### src/logic/gric_pkg.sv
// Purpose: Constants for the two-port pin remap, input gating and pin interrupt block
// Assumes: Registers sit at their full printed addresses on a plain register port
// Notes: Pin codes number port A pins 0..15 and port B pins 16..39
package gric_pkg;
	// ----------------------------------------------------------------
	// Register addresses
	// ----------------------------------------------------------------
	localparam logic [31:0] REMAP_ADDR = 32'h4000_1018;
	localparam logic [31:0] ANA_ADDR = 32'h4000_101a;
	localparam logic [31:0] PA_EN_ADDR = 32'h4000_1090;
	localparam logic [31:0] PB_EN_ADDR = 32'h4000_1092;
	localparam logic [31:0] PA_TRIG_ADDR = 32'h4000_1094;
	localparam logic [31:0] PB_TRIG_ADDR = 32'h4000_1096;
	localparam logic [31:0] PA_PEND_ADDR = 32'h4000_109c;
	localparam logic [31:0] PB_PEND_ADDR = 32'h4000_109e;
	localparam logic [31:0] PA_DIR_ADDR = 32'h4000_10a0;
	localparam logic [31:0] PA_PIN_ADDR = 32'h4000_10a4;
	localparam logic [31:0] PA_OUT_ADDR = 32'h4000_10a8;
	localparam logic [31:0] PA_CLR_ADDR = 32'h4000_10ac;
	localparam logic [31:0] PA_PU_ADDR = 32'h4000_10b0;
	localparam logic [31:0] PA_PD_ADDR = 32'h4000_10b4;
	localparam logic [31:0] PB_DIR_ADDR = 32'h4000_10c0;
	localparam logic [31:0] PB_PIN_ADDR = 32'h4000_10c4;
	localparam logic [31:0] PB_OUT_ADDR = 32'h4000_10c8;
	localparam logic [31:0] PB_CLR_ADDR = 32'h4000_10cc;
	localparam logic [31:0] PB_PU_ADDR = 32'h4000_10d0;
	localparam logic [31:0] PB_PD_ADDR = 32'h4000_10d4;
	// ----------------------------------------------------------------
	// Reset values and masks
	// ----------------------------------------------------------------
	localparam logic [15:0] RST16 = 16'h0000;
	localparam logic [23:0] RST24 = 24'h00_0000;
	localparam logic [31:0] RST32 = 32'h0000_0000;
	localparam logic [39:0] RST40 = 40'h00_0000_0000;
	localparam logic [15:0] REMAP_MASK = 16'h01ff;
	// ----------------------------------------------------------------
	// Field positions
	// ----------------------------------------------------------------
	localparam int REMAP_SPI = 8;
	localparam int REMAP_UART0 = 4;
	localparam int REMAP_TMR0 = 0;
	localparam int ANA_CONV0 = 8;
	localparam int ANA_USB = 7;
	localparam int ANA_ETH = 6;
	localparam int ANA_SEG0 = 0;
	localparam int PB_BASE = 16;
	localparam int USB_PIN = 26;
	localparam int ETH_PIN = 28;
	// ----------------------------------------------------------------
	// Function pin codes, index is the unit number
	// ----------------------------------------------------------------
	localparam logic [5:0] URX_DEF [4] = '{6'h14, 6'h08, 6'h06, 6'h04};
	localparam logic [5:0] UTX_DEF [4] = '{6'h17, 6'h09, 6'h07, 6'h05};
	localparam logic [5:0] URX_ALT [4] = '{6'h0f, 6'h18, 6'h26, 6'h24};
	localparam logic [5:0] UTX_ALT [4] = '{6'h0e, 6'h19, 6'h27, 6'h25};
	localparam logic [5:0] TMR_DEF [4] = '{6'h03, 6'h0a, 6'h0b, 6'h02};
	localparam logic [5:0] TMR_ALT [4] = '{6'h23, 6'h1a, 6'h1b, 6'h22};
	localparam logic [5:0] SPI_DEF = 6'h0c;
	localparam logic [5:0] SPI_ALT = 6'h1c;
endpackage

### src/logic/gric_top.sv
// Purpose: Pin function remap, digital input gating and pin interrupts for ports A and B
// Assumes: One clock, asynchronous reset, registers written over a plain strobe port
// Notes: Function drive overrides the general output; pin outputs lag one clock
// Functional notes
// RQ1: Serial unit 0 on PB12-15 when set
// RQ2: Serial port 3 PB20/21, else PA4/5
// RQ3: Serial port 2 PB22/23, else PA6/7
// RQ4: Serial port 1 PB8/9, else PA8/9
// RQ5: Serial port 0 PA15/14, else PB4/7
// RQ6: Timer pins move from port A to B
// RQ7: Conversion bits gate port A pin pairs
// RQ8: Slow crystal bit gates PA10 and PA11
// RQ9: Serial bus bit claims PB10 and PB11
// RQ10: Network bit claims PB12 to PB15
// RQ11: Segment bits claim four port B pins
// RQ12: Software should gate analog pins' inputs
// RQ13: Per-pin interrupt enable on each port
// RQ14: Port A trigger bit: edge or level
// RQ15: Port B trigger bit: edge or level
// RQ16: Pending flags clear on write one
// RQ17: Input pin output bit sets polarity
// RQ18: Direction one drives, zero listens
// RQ19: Synchronise pins, flag only when enabled
// RQ20: Port request stays while flags pending
//
// The implementer's own choice: the plain strobed port.
module gric_top import gric_pkg::*; (
	input wire logic sys_clk_i,
	input wire logic rst_i,
	input wire logic [31:0] addr_i,
	input wire logic [31:0] wdata_i,
	input wire logic we_i,
	input wire logic re_i,
	output logic [31:0] rdata_o,
	input wire logic [15:0] pa_in_i,
	input wire logic [23:0] pb_in_i,
	output logic [15:0] pa_out_o,
	output logic [15:0] pa_oe_o,
	output logic [23:0] pb_out_o,
	output logic [23:0] pb_oe_o,
	output logic [15:0] pa_pu_o,
	output logic [23:0] pb_pu_o,
	output logic [31:0] pa_pd_drv_o,
	output logic [31:0] pb_pd_drv_o,
	input wire logic [3:0] uart_tx_i,
	input wire logic [3:0] uart_tx_en_i,
	output logic [3:0] uart_rx_o,
	input wire logic [3:0] tmr_pwm_i,
	input wire logic [3:0] tmr_pwm_en_i,
	output logic [3:0] tmr_cap_o,
	input wire logic [3:0] spi_out_i,
	input wire logic [3:0] spi_oe_i,
	output logic [3:0] spi_in_o,
	output logic usb_pins_o,
	output logic eth_pins_o,
	output logic [5:0] seg_drive_o,
	output logic irq_a_o,
	output logic irq_b_o
);
	// ----------------------------------------------------------------
	// State
	// ----------------------------------------------------------------
	logic [15:0] remap, ana, a_en, b_en, a_trig, b_trig, a_dir, a_out;
	logic [23:0] b_dir, b_out;
	logic [15:0] next_remap, next_ana, next_a_en, next_b_en, next_a_trig, next_b_trig;
	logic [15:0] next_a_dir, next_a_out, next_a_pu;
	logic [23:0] next_b_dir, next_b_out, next_b_pu;
	logic [31:0] next_a_pd, next_b_pd, next_rdata;
	logic [39:0] sync1, sync2, prev, gate, g;
	logic [15:0] a_pend, b_pend, next_a_pend, next_b_pend, evt_a, evt_b;
	logic next_irq_a, next_irq_b;
	logic [39:0] fn_oe, fn_v, next_pin_v, next_pin_oe;
	logic [5:0] tx_p, rx_p, tp, sp;
	logic [3:0] next_rx, next_cap, next_spi;

	// ----------------------------------------------------------------
	// Register writes
	// ----------------------------------------------------------------
	always_comb begin
		next_remap = remap;
		next_ana = ana;
		next_a_en = a_en;
		next_b_en = b_en;
		next_a_trig = a_trig;
		next_b_trig = b_trig;
		next_a_dir = a_dir;
		next_b_dir = b_dir;
		next_a_out = a_out;
		next_b_out = b_out;
		next_a_pu = pa_pu_o;
		next_b_pu = pb_pu_o;
		next_a_pd = pa_pd_drv_o;
		next_b_pd = pb_pd_drv_o;
		if (we_i) begin
			case (addr_i)
				REMAP_ADDR: next_remap = wdata_i[15:0] & REMAP_MASK;
				ANA_ADDR: next_ana = wdata_i[15:0];
				PA_EN_ADDR: next_a_en = wdata_i[15:0]; // [RQ13]
				PB_EN_ADDR: next_b_en = wdata_i[15:0]; // [RQ13]
				PA_TRIG_ADDR: next_a_trig = wdata_i[15:0]; // [RQ14]
				PB_TRIG_ADDR: next_b_trig = wdata_i[15:0]; // [RQ15]
				PA_DIR_ADDR: next_a_dir = wdata_i[15:0];
				PB_DIR_ADDR: next_b_dir = wdata_i[23:0];
				PA_OUT_ADDR: next_a_out = wdata_i[15:0];
				PB_OUT_ADDR: next_b_out = wdata_i[23:0];
				PA_CLR_ADDR: next_a_out = a_out & ~wdata_i[15:0];
				PB_CLR_ADDR: next_b_out = b_out & ~wdata_i[23:0];
				PA_PU_ADDR: next_a_pu = wdata_i[15:0];
				PB_PU_ADDR: next_b_pu = wdata_i[23:0];
				PA_PD_ADDR: next_a_pd = wdata_i;
				PB_PD_ADDR: next_b_pd = wdata_i;
				default: ;
			endcase
		end
	end

	always_ff @(posedge sys_clk_i or posedge rst_i) begin
		if (rst_i) begin
			remap <= RST16;
			ana <= RST16;
			a_en <= RST16;
			b_en <= RST16;
			a_trig <= RST16;
			b_trig <= RST16;
			a_dir <= RST16;
			b_dir <= RST24;
			a_out <= RST16;
			b_out <= RST24;
			pa_pu_o <= RST16;
			pb_pu_o <= RST24;
			pa_pd_drv_o <= RST32;
			pb_pd_drv_o <= RST32;
		end else begin
			remap <= next_remap;
			ana <= next_ana;
			a_en <= next_a_en;
			b_en <= next_b_en;
			a_trig <= next_a_trig;
			b_trig <= next_b_trig;
			a_dir <= next_a_dir;
			b_dir <= next_b_dir;
			a_out <= next_a_out;
			b_out <= next_b_out;
			pa_pu_o <= next_a_pu;
			pb_pu_o <= next_b_pu;
			pa_pd_drv_o <= next_a_pd;
			pb_pd_drv_o <= next_b_pd;
		end
	end

	// ----------------------------------------------------------------
	// Input gating
	// ----------------------------------------------------------------
	always_comb begin
		gate = RST40;
		for (int k = 0; k < 8; k++) begin
			gate[2*k +: 2] = {2{ana[ANA_CONV0+k]}}; // [RQ7] [RQ8]
		end
		for (int k = 0; k < 6; k++) begin
			gate[PB_BASE+4*k +: 4] = {4{ana[ANA_SEG0+k]}}; // [RQ11]
		end
		if (ana[ANA_USB]) begin
			gate[USB_PIN +: 2] = 2'h3; // [RQ9]
		end
		if (ana[ANA_ETH]) begin
			gate[ETH_PIN +: 4] = 4'hf; // [RQ10]
		end
	end

	// Gated pins read low so a floating analog level never toggles logic
	assign g = sync2 & ~gate;

	// ----------------------------------------------------------------
	// Pin interrupts
	// ----------------------------------------------------------------
	function automatic logic [15:0] pin_evt(input logic [15:0] cur, input logic [15:0] old,
		input logic [15:0] en, input logic [15:0] dir, input logic [15:0] trig, input logic [15:0] pol);
		pin_evt = en & ~dir & ~(cur ^ pol) & (~trig | (cur ^ old)); // [RQ17] [RQ19]
	endfunction

	assign evt_a = pin_evt(g[15:0], prev[15:0], a_en, a_dir, a_trig, a_out); // [RQ14]
	assign evt_b = pin_evt(g[31:16], prev[31:16], b_en, b_dir[15:0], b_trig, b_out[15:0]); // [RQ15]

	always_comb begin
		next_a_pend = a_pend;
		next_b_pend = b_pend;
		if (we_i && addr_i == PA_PEND_ADDR) begin
			next_a_pend = a_pend & ~wdata_i[15:0]; // [RQ16]
		end
		if (we_i && addr_i == PB_PEND_ADDR) begin
			next_b_pend = b_pend & ~wdata_i[15:0]; // [RQ16]
		end
		// A new event beats a clear in the same cycle
		next_a_pend = next_a_pend | evt_a;
		next_b_pend = next_b_pend | evt_b;
		next_irq_a = |next_a_pend; // [RQ20]
		next_irq_b = |next_b_pend; // [RQ20]
	end

	always_ff @(posedge sys_clk_i or posedge rst_i) begin
		if (rst_i) begin
			sync1 <= RST40;
			sync2 <= RST40;
			prev <= RST40;
			a_pend <= RST16;
			b_pend <= RST16;
			irq_a_o <= 1'b0;
			irq_b_o <= 1'b0;
		end else begin
			sync1 <= {pb_in_i, pa_in_i}; // [RQ19]
			sync2 <= sync1;
			prev <= g;
			a_pend <= next_a_pend;
			b_pend <= next_b_pend;
			irq_a_o <= next_irq_a;
			irq_b_o <= next_irq_b;
		end
	end

	// ----------------------------------------------------------------
	// Function routing and pin drive
	// ----------------------------------------------------------------
	always_comb begin
		fn_oe = RST40;
		fn_v = RST40;
		next_rx = 4'h0;
		next_cap = 4'h0;
		next_spi = 4'h0;
		tx_p = UTX_DEF[0];
		rx_p = URX_DEF[0];
		tp = TMR_DEF[0];
		sp = SPI_DEF;
		for (int k = 0; k < 4; k++) begin
			tx_p = remap[REMAP_UART0+k] ? UTX_ALT[k] : UTX_DEF[k]; // [RQ2] [RQ3] [RQ4] [RQ5]
			rx_p = remap[REMAP_UART0+k] ? URX_ALT[k] : URX_DEF[k];
			// A function that does not ask for the pin leaves it to any earlier owner
			if (uart_tx_en_i[k]) begin
				fn_oe[tx_p] = 1'b1;
				fn_v[tx_p] = uart_tx_i[k];
			end
			next_rx[k] = g[rx_p];
			tp = remap[REMAP_TMR0+k] ? TMR_ALT[k] : TMR_DEF[k]; // [RQ6]
			if (tmr_pwm_en_i[k]) begin
				fn_oe[tp] = 1'b1;
				fn_v[tp] = tmr_pwm_i[k];
			end
			next_cap[k] = g[tp];
			sp = (remap[REMAP_SPI] ? SPI_ALT : SPI_DEF) + 6'(k); // [RQ1]
			if (spi_oe_i[k]) begin
				fn_oe[sp] = 1'b1;
				fn_v[sp] = spi_out_i[k];
			end
			next_spi[k] = g[sp];
		end
		next_pin_v = (fn_oe & fn_v) | (~fn_oe & {b_out, a_out});
		// Pins handed to the transceivers or segment drive lose general drive
		next_pin_oe = fn_oe | ({b_dir, a_dir} & ~{gate[39:16], RST16}); // [RQ18]
	end

	// ----------------------------------------------------------------
	// Register reads
	// ----------------------------------------------------------------
	always_comb begin
		next_rdata = RST32;
		if (re_i) begin
			case (addr_i)
				REMAP_ADDR: next_rdata = 32'(remap);
				ANA_ADDR: next_rdata = 32'(ana);
				PA_EN_ADDR: next_rdata = 32'(a_en);
				PB_EN_ADDR: next_rdata = 32'(b_en);
				PA_TRIG_ADDR: next_rdata = 32'(a_trig);
				PB_TRIG_ADDR: next_rdata = 32'(b_trig);
				PA_PEND_ADDR: next_rdata = 32'(a_pend);
				PB_PEND_ADDR: next_rdata = 32'(b_pend);
				PA_DIR_ADDR: next_rdata = 32'(a_dir);
				PB_DIR_ADDR: next_rdata = 32'(b_dir);
				PA_PIN_ADDR: next_rdata = 32'(g[15:0]);
				PB_PIN_ADDR: next_rdata = 32'(g[39:16]);
				PA_OUT_ADDR: next_rdata = 32'(a_out);
				PB_OUT_ADDR: next_rdata = 32'(b_out);
				PA_PU_ADDR: next_rdata = 32'(pa_pu_o);
				PB_PU_ADDR: next_rdata = 32'(pb_pu_o);
				PA_PD_ADDR: next_rdata = pa_pd_drv_o;
				PB_PD_ADDR: next_rdata = pb_pd_drv_o;
				default: next_rdata = RST32;
			endcase
		end
	end

	always_ff @(posedge sys_clk_i or posedge rst_i) begin
		if (rst_i) begin
			rdata_o <= RST32;
			pa_out_o <= RST16;
			pa_oe_o <= RST16;
			pb_out_o <= RST24;
			pb_oe_o <= RST24;
			uart_rx_o <= 4'h0;
			tmr_cap_o <= 4'h0;
			spi_in_o <= 4'h0;
			usb_pins_o <= 1'b0;
			eth_pins_o <= 1'b0;
			seg_drive_o <= 6'h00;
		end else begin
			rdata_o <= next_rdata;
			pa_out_o <= next_pin_v[15:0];
			pa_oe_o <= next_pin_oe[15:0];
			pb_out_o <= next_pin_v[39:16];
			pb_oe_o <= next_pin_oe[39:16];
			uart_rx_o <= next_rx;
			tmr_cap_o <= next_cap;
			spi_in_o <= next_spi;
			usb_pins_o <= ana[ANA_USB]; // [RQ9]
			eth_pins_o <= ana[ANA_ETH]; // [RQ10]
			seg_drive_o <= ana[ANA_SEG0 +: 6]; // [RQ11]
		end
	end

	// ----------------------------------------------------------------
	// Checks
	// ----------------------------------------------------------------
	a_pend_set_wins: assert property (@(posedge sys_clk_i) disable iff (rst_i) // [RQ16]
		(we_i && addr_i == PA_PEND_ADDR) |=> ((a_pend & $past(evt_a)) == $past(evt_a)))
		else $error("pending event lost under clear");
	a_pend_w1c_clear: assert property (@(posedge sys_clk_i) disable iff (rst_i) // [RQ16]
		(we_i && addr_i == PA_PEND_ADDR) |=> ((a_pend & $past(wdata_i[15:0] & ~evt_a)) == RST16))
		else $error("write one did not clear flag");
	a_irq_follows_pend: assert property (@(posedge sys_clk_i) disable iff (rst_i) // [RQ20]
		irq_b_o == (b_pend != RST16))
		else $error("port b request disagrees with flags");
	a_enable_gates_flag: assert property (@(posedge sys_clk_i) disable iff (rst_i) // [RQ19]
		(a_en == RST16 && a_pend == RST16) |=> (a_pend == RST16))
		else $error("flag set while disabled");
	a_level_sets_flag: assert property (@(posedge sys_clk_i) disable iff (rst_i) // [RQ14]
		(a_en[5] && !a_trig[5] && !a_dir[5] && g[5] == a_out[5]) |=> (a_pend[5] && irq_a_o))
		else $error("level match did not raise request");
	a_spi_remap_drive: assert property (@(posedge sys_clk_i) disable iff (rst_i) // [RQ1]
		(remap[REMAP_SPI] && spi_oe_i[0]) |=> (pb_oe_o[12] && pb_out_o[12] == $past(spi_out_i[0])))
		else $error("serial unit clock not on port b");
	a_uart0_default: assert property (@(posedge sys_clk_i) disable iff (rst_i) // [RQ5]
		(!remap[REMAP_UART0] && uart_tx_en_i[0]) |=> (pb_oe_o[7] && pb_out_o[7] == $past(uart_tx_i[0])))
		else $error("serial port 0 transmit not on PB7");
	a_gate_reads_low: assert property (@(posedge sys_clk_i) disable iff (rst_i) // [RQ7]
		(re_i && addr_i == PA_PIN_ADDR && ana[ANA_CONV0]) |=> (rdata_o[1:0] == 2'h0))
		else $error("gated pins read high");
	a_dir_drives_pin: assert property (@(posedge sys_clk_i) disable iff (rst_i) // [RQ18]
		(a_dir[0] && !fn_oe[0]) |=> (pa_oe_o[0] && pa_out_o[0] == $past(a_out[0])))
		else $error("output direction not driving");
	a_usb_drops_drive: assert property (@(posedge sys_clk_i) disable iff (rst_i) // [RQ9]
		(ana[ANA_USB] && !fn_oe[USB_PIN]) |=> !pb_oe_o[USB_PIN - PB_BASE])
		else $error("serial bus pin still driven");
	a_eth_drops_drive: assert property (@(posedge sys_clk_i) disable iff (rst_i) // [RQ10]
		(ana[ANA_ETH] && !fn_oe[ETH_PIN]) |=> !pb_oe_o[ETH_PIN - PB_BASE])
		else $error("network pin still driven");
	a_seg_gates_input: assert property (@(posedge sys_clk_i) disable iff (rst_i) // [RQ11]
		(re_i && addr_i == PB_PIN_ADDR && ana[ANA_SEG0]) |=> (rdata_o[3:0] == 4'h0))
		else $error("segment pins read high");
	a_crystal_gate: assert property (@(posedge sys_clk_i) disable iff (rst_i) // [RQ8]
		(re_i && addr_i == PA_PIN_ADDR && ana[ANA_CONV0 + 5]) |=> (rdata_o[11:10] == 2'h0))
		else $error("crystal pins read high");
	a_timer0_remap: assert property (@(posedge sys_clk_i) disable iff (rst_i) // [RQ6]
		(remap[REMAP_TMR0] && tmr_pwm_en_i[0]) |=> (pb_oe_o[19] && pb_out_o[19] == $past(tmr_pwm_i[0])))
		else $error("timer 0 output not on PB19");
	a_uart1_rx_alt: assert property (@(posedge sys_clk_i) disable iff (rst_i) // [RQ4]
		remap[REMAP_UART0 + 1] |=> (uart_rx_o[1] == $past(g[URX_ALT[1]])))
		else $error("serial port 1 receive not from PB8");
	a_spi_default_in: assert property (@(posedge sys_clk_i) disable iff (rst_i) // [RQ1]
		!remap[REMAP_SPI] |=> (spi_in_o[3] == $past(g[SPI_DEF + 6'd3])))
		else $error("serial unit data in not from PA15");
	a_pb_edge_flag: assert property (@(posedge sys_clk_i) disable iff (rst_i) // [RQ15]
		(b_en[2] && b_trig[2] && !b_dir[2] && !b_out[2] && prev[18] && !g[18]) |=> b_pend[2])
		else $error("port b falling edge lost");
	a_pb_w1c_clear: assert property (@(posedge sys_clk_i) disable iff (rst_i) // [RQ16]
		(we_i && addr_i == PB_PEND_ADDR) |=> ((b_pend & $past(wdata_i[15:0] & ~evt_b)) == RST16))
		else $error("port b write one did not clear");
	a_pb_enable_gates: assert property (@(posedge sys_clk_i) disable iff (rst_i) // [RQ13]
		(b_en == RST16 && b_pend == RST16) |=> (b_pend == RST16))
		else $error("port b flag set while disabled");
endmodule

### config.mk
export PLATFORM = sky130hd
export DESIGN_NAME = gric_top
export DESIGN_NICKNAME = d
export VERILOG_FILES = /design/src/logic/gric_pkg.sv /design/src/logic/gric_top.sv
export SDC_FILE = /design/constraint.sdc
export NUM_CORES = 1
export LEC_CHECK = 0
export BUFFER_PORTS_ARGS = -buffer_cell sky130_fd_sc_hd__buf_2
export CELL_PAD_IN_SITES_DETAIL_PLACEMENT = 1
export CELL_PAD_IN_SITES_GLOBAL_PLACEMENT = 1
export CORE_MARGIN = 4
export CORE_UTILIZATION = 42
export CTS_BUF_LIST = sky130_fd_sc_hd__clkbuf_4
export DETAILED_ROUTE_END_ITERATION = 8
export PLACE_DENSITY_LB_ADDON = 0.1
export SYNTH_ARGS = -nofsm -noshare
export SYNTH_HDL_FRONTEND = slang
export SYNTH_SLANG_ARGS = --single-unit
### constraint.sdc
create_clock -name sys_clk_i -period 55.6 [get_ports sys_clk_i]
set_input_delay 11.12 -clock sys_clk_i [delete_from_list [all_inputs] [get_ports sys_clk_i]]
set_output_delay 11.12 -clock sys_clk_i [all_outputs]
set_load 0.1 [all_outputs]
## After elaboration in Yosys (flattened, before gate mapping)

Index checks and enable logic that the tools add are counted.

- Flip-flop bits (word level): 551
- Input port bits: 132
- Output and inout port bits: 238
- Word-level logic and storage cells: 266

- $add $sub $neg: 3
- $lt $le $gt $ge: 28
- Eq/ne operators: 20
- Mux-type cells: 104
- Bitwise logic cells: 47
- Reduce and logical (&&, ||, !) cells: 32

Operators by type and width:

| cell | count |
|---|---|
| two-way mux 40 bit | 24 |
| == test 32 x 31 -> 1 bit (second input constant) | 20 |
| one-hot mux 32 bit (18 select lines) | 1 |
| bitwise OR 40 bit | 13 |
| bitwise mux 40 bit | 11 |
| AND 40 bit | 5 |
| AND 16 bit | 9 |
| NOT 40 bit | 3 |
| NOT 16 bit | 7 |
| binary-select mux 1 bit (select 6 bit) | 12 |
| demux 1 bit (select 6 bit) | 12 |
| less-than comparator 6 x 7 -> 1 bit (second input constant) | 10 |
| bitwise OR 16 bit | 4 |
| XOR 16 bit | 4 |
| >= comparator 6 x 1 -> 1 bit (second input constant) | 8 |
| one-hot mux 24 bit (2 select lines) | 1 |
| less-than comparator 5 x 7 -> 1 bit (second input constant) | 6 |
| two-way mux 6 bit | 6 |
| two-way mux 5 bit | 7 |
| two-way mux 16 bit | 2 |
| two-way mux 32 bit | 1 |
| one-hot mux 16 bit (2 select lines) | 1 |
| OR reduction 16 bit | 2 |
| AND reduction 2 bit | 14 |
| 11 further kinds | 51 |

## Longest topological paths before layout

- Word-level depth: 31
- Mapped depth: 10
- Depth with buffers taken out: 7

## Least setup slack after synthesis

No wires, ideal clock.

- Path type: input-to-reg
- From: in addr_i[27]
- To: reg b_trig[1]
- Setup time: 0.125 ns
- Arrival time: 12.994 ns
- Data required time: 55.475 ns
- Path slack: 42.481 ns
- Stages on the path: 8
- Path buffers: 3
- Cells stage by stage: nor4b_1 > nand4_1 > buf_4 > nor4_4 > and3_1 > buf_2 > buf_4 > mux2_2

- Cells in the longest elaborated chain, start to end: 2

Ends and longest elaborated chain:

| what | RTL line | source |
|---|---|---|
| start, declared | gric_top.sv:30 | `input wire logic [31:0] addr_i,` |
| == test 32 x 31 -> 1 bit | gric_top.sv:95 | `case (addr_i)` |
| AND reduction 2 bit (no source line) | n/a |  |
| end signal, assigned | gric_top.sv:139 | `b_trig <= next_b_trig;` |
| end, declared | gric_top.sv:63 | `logic [15:0] remap, ana, a_en, b_en, a_trig, b_trig, a_dir, a_out;` |

Every way passes these cells.
A chain may end at the register's enable or synchronous reset.

## Worst setup path in the final report

- From: in addr_i[2]
- To: reg rdata_o[12]

- Cells in the longest elaborated chain, start to end: 3
- Elaborated cells between the ends (all ways): 20
- Those cells by class: 18 x eq/ne; 2 x mux

Ends and longest elaborated chain:

| what | RTL line | source |
|---|---|---|
| == test 32 x 31 -> 1 bit | gric_top.sv:266 | `case (addr_i)` |
| one-hot mux 32 bit (18 select lines) (*) | gric_top.sv:266 |  |
| two-way mux 32 bit (*) | gric_top.sv:265 | `if (re_i) begin` |
| net next_rdata[12] | gric_top.sv:68 | `logic [31:0] next_a_pd, next_b_pd, next_rdata;` |
| end signal, assigned | gric_top.sv:304 | `rdata_o <= next_rdata;` |
| end, declared | gric_top.sv:34 | `output logic [31:0] rdata_o,` |

The timed path passes the listed nets; every way through them passes the cells marked *.

==> flow_summary.ini <==
[routing]
drtAntennaViolNets = 0
drtIter0Drc = 1297
routedWlPerCell_um = 28.6
firstDrtPassIters = 7
wl_um = 86200
vias_per_cell = 5.80
drcViolationCount = 0
via_count = 17500

[floorplanning]
start_util_pct = 42.7
io_pins = 370
die_area_sq_um = 57700
core_sq_um = 53000
fp.dieH_um = 240
fp.dieW_um = 240
rows = 84

[yosys]
synthesis.area_sq_um = 22600
syn_area_per_cell_sq_um = 12.8
yosysWarnings = 0
yosys.area.top_type = dfrtp_1
synth_flop_cell = dfrtp_1
synth_nets = 1900
synth-seq-cells = 551
synth_area_leaders = dfrtp_1, mux2_2, a22oi_1, nand2_1, mux2i_1
async_flop_share_pct = 100
synth_top_area_share_pct = 60.9
ys_types = 60
yosysSeqAreaShare_pct = 60.9
synth_edf_count = 0
synthCells = 1768

[finish]
final_cells = 3016
layout_commonest_cell = dfrtp_1
fin_nets = 2350
design_area_sq_um = 27100
nFillCells = 5693
seqCellArea_sq_um = 13800
drive_gt1_share_pct = 40.0
fin_util_pct = 51.2
multi_input_area_sq_um = 8240
final_cell_mix = dfrtp_1, buf_2, mux2_2
syn2layout_area_growth_pct = 19.9

[setup_path]
path_cells = buf_2 -> nor4b_2 -> nand4_1 -> nor2_2 -> nor4_1 -> a41o_2 -> a41oi_1
cpMaxStageDelayCell = nor2_2
cp-end-kind = flip-flop
arrival_ns = 15.36
crit_required_ns = 56.46
critPathMaxFanout = 32
crit_path_max_incr_delay_ns = 1.12
path_class = in2reg
crit_path_start_kind = primary input

[power_and_ir_drop]
leakagePower_nw = 13.5
power_uw = 823
powerDensity_nw_per_um2 = 30.3
ir_drop_mv = 0.0175

[cts]
clock_path_buffers = 3
post_cts_buffers = 0
hold_buffers = 0
tritoncts = yes
h-tree-depth = 4
cts_sinks = 551
cts_resized = 0
clockRootBuffer = clkbuf_4
cts_buffers = 151
clk_pin_slew_ns = 0.06
clk_latency_ns = 1.00

[sta]
relSlewSlack_pct = 12.2
finalHoldViolations = 0
fin_crit_ns = 14.50
setup_tns_ns = 0
fin_skew_ns = 0.0571
finalCritPeriodShare_pct = 26.1
rsz0062_at_grt = no
tightest_slew_ns = 1.31
max_freq_ghz = 0.0689
drv_slew = 0
final-setup-viol-count = 0

[global_route]
grt_pass1_vias = 19000
grt.overflow.total = 0
grt_pass1_wl_um = 125000
grt_max_degree = 165
antenna_found_initial = 7
track_usage_pct = 29.6

[placement]
place_area_sq_um = 25200
dp_cells = 2753
place_congestion = 0.877
port_buffers = 369
dp_hpwl_um = 56300

[run_status]
status = completed

[min_path]
hp-class = reg2reg

[run]
maxCapViolations = 0
synthesized netlist by cell type, types with 5 or more instances:
library cell and number:
nor3b_1 6, o31ai_1 19, nand2b_1 17, a22oi_1 89, mux2_2 235, mux2i_1 49
a2111o_1 6, nand2_1 152, buf_4 8, a222oi_1 24, or2_2 10, mux2_1 5
nand4b_1 9, a2111oi_0 10, nor2b_1 55, dfrtp_1 551, and4_1 9, nand3_1 14
nand4_1 23, clkbuf_1 38, a21oi_1 38, nor2_2 5, a22o_1 10, a221oi_1 10
nor2_1 24, xnor2_1 44, nor4_1 16, and3_1 19, o21ai_0 46, buf_2 40
inv_1 54, nor3_1 37, buf_1 16, a31oi_1 25, o41ai_1 10
registers in the layout (all words and copies together) (netlist names), 24 cells and up:
name         flops
b_out           24
pb_pu_o         24
sync2           40
pb_out_o        24
pb_oe_o         24
rdata_o         32
prev            32
pb_pd_drv_o     32
b_dir           24
pa_pd_drv_o     32
sync1           40
stage by stage:
| step | setup slack [ns] | hold slack (ns) |
|---|---|---|
| finish | 41.10 | 0.328 |
| global placement | 40.47 | 0.333 |
| CTS | 41.42 | 0.335 |
| detailed placement | 40.36 | 0.336 |
| floorplan | 29.07 | 0.331 |
| global route | 41.21 | 0.326 |
where the power goes:
part           switching [mW]  internal, mW
Combinational          0.0309       0.00914
Sequential            0.00184         0.406
Clock                   0.174         0.201
cell families after synthesis:
logic type | share of synthesized area [%]
AO/OA/AOI/OAI | 9.27
XOR/XNOR | 1.78
buffers and inverters | 2.99
flip-flops | 60.9
multiplexers | 14.1
AND/OR/NAND/NOR | 10.9
area by class of cell:
type / instances / area share, %
Tap cell: 688 / 3.17
Clock buffer: 230 / 6.36
Antenna cell: 8 / 0.0738
Multi-Input combinational cell: 1060 / 30.4
Timing Repair Buffer: 400 / 7.71
Sequential cell: 551 / 50.8
Clock inverter: 25 / 0.724
Inverter: 54 / 0.775
critical path, delay by kind of cell:
| family | cells | cell delay, ns |
|---|---|---|
| AND/OR/NAND/NOR | 4 | 2.39 |
| AO/OA/AOI/OAI | 2 | 1.09 |
| buffers and inverters | 1 | 0.74 |
worst paths after layout:
| check | start | to | slack, ns | cells past startpoint |
|---|---|---|---|---|
| max | addr_i[2] | rdata_o[12] | 41.10 | 7 |
| min | sync1[21] | sync2[21] | 0.33 | 0 |
| max reg2reg | ana[3] | irq_b_o | 52.88 | 6 |
| min reg2reg | sync1[21] | sync2[21] | 0.33 | 0 |
| max in group asynchronous | rst_i | sync1[26] | 43.06 | 4 |
| min in group asynchronous | rst_i | rdata_o[3] | 10.28 | 2 |
metal layers:
layer	routed length [um]	part of all wire [%]	global-route usage, %
met1	35100	41	38.3
met2	41400	48	48.0
met3	6340	7.4	7.41
met4	3220	3.7	12.3
met5	57	0.066	0
Power figures use the tool's default switching activity.
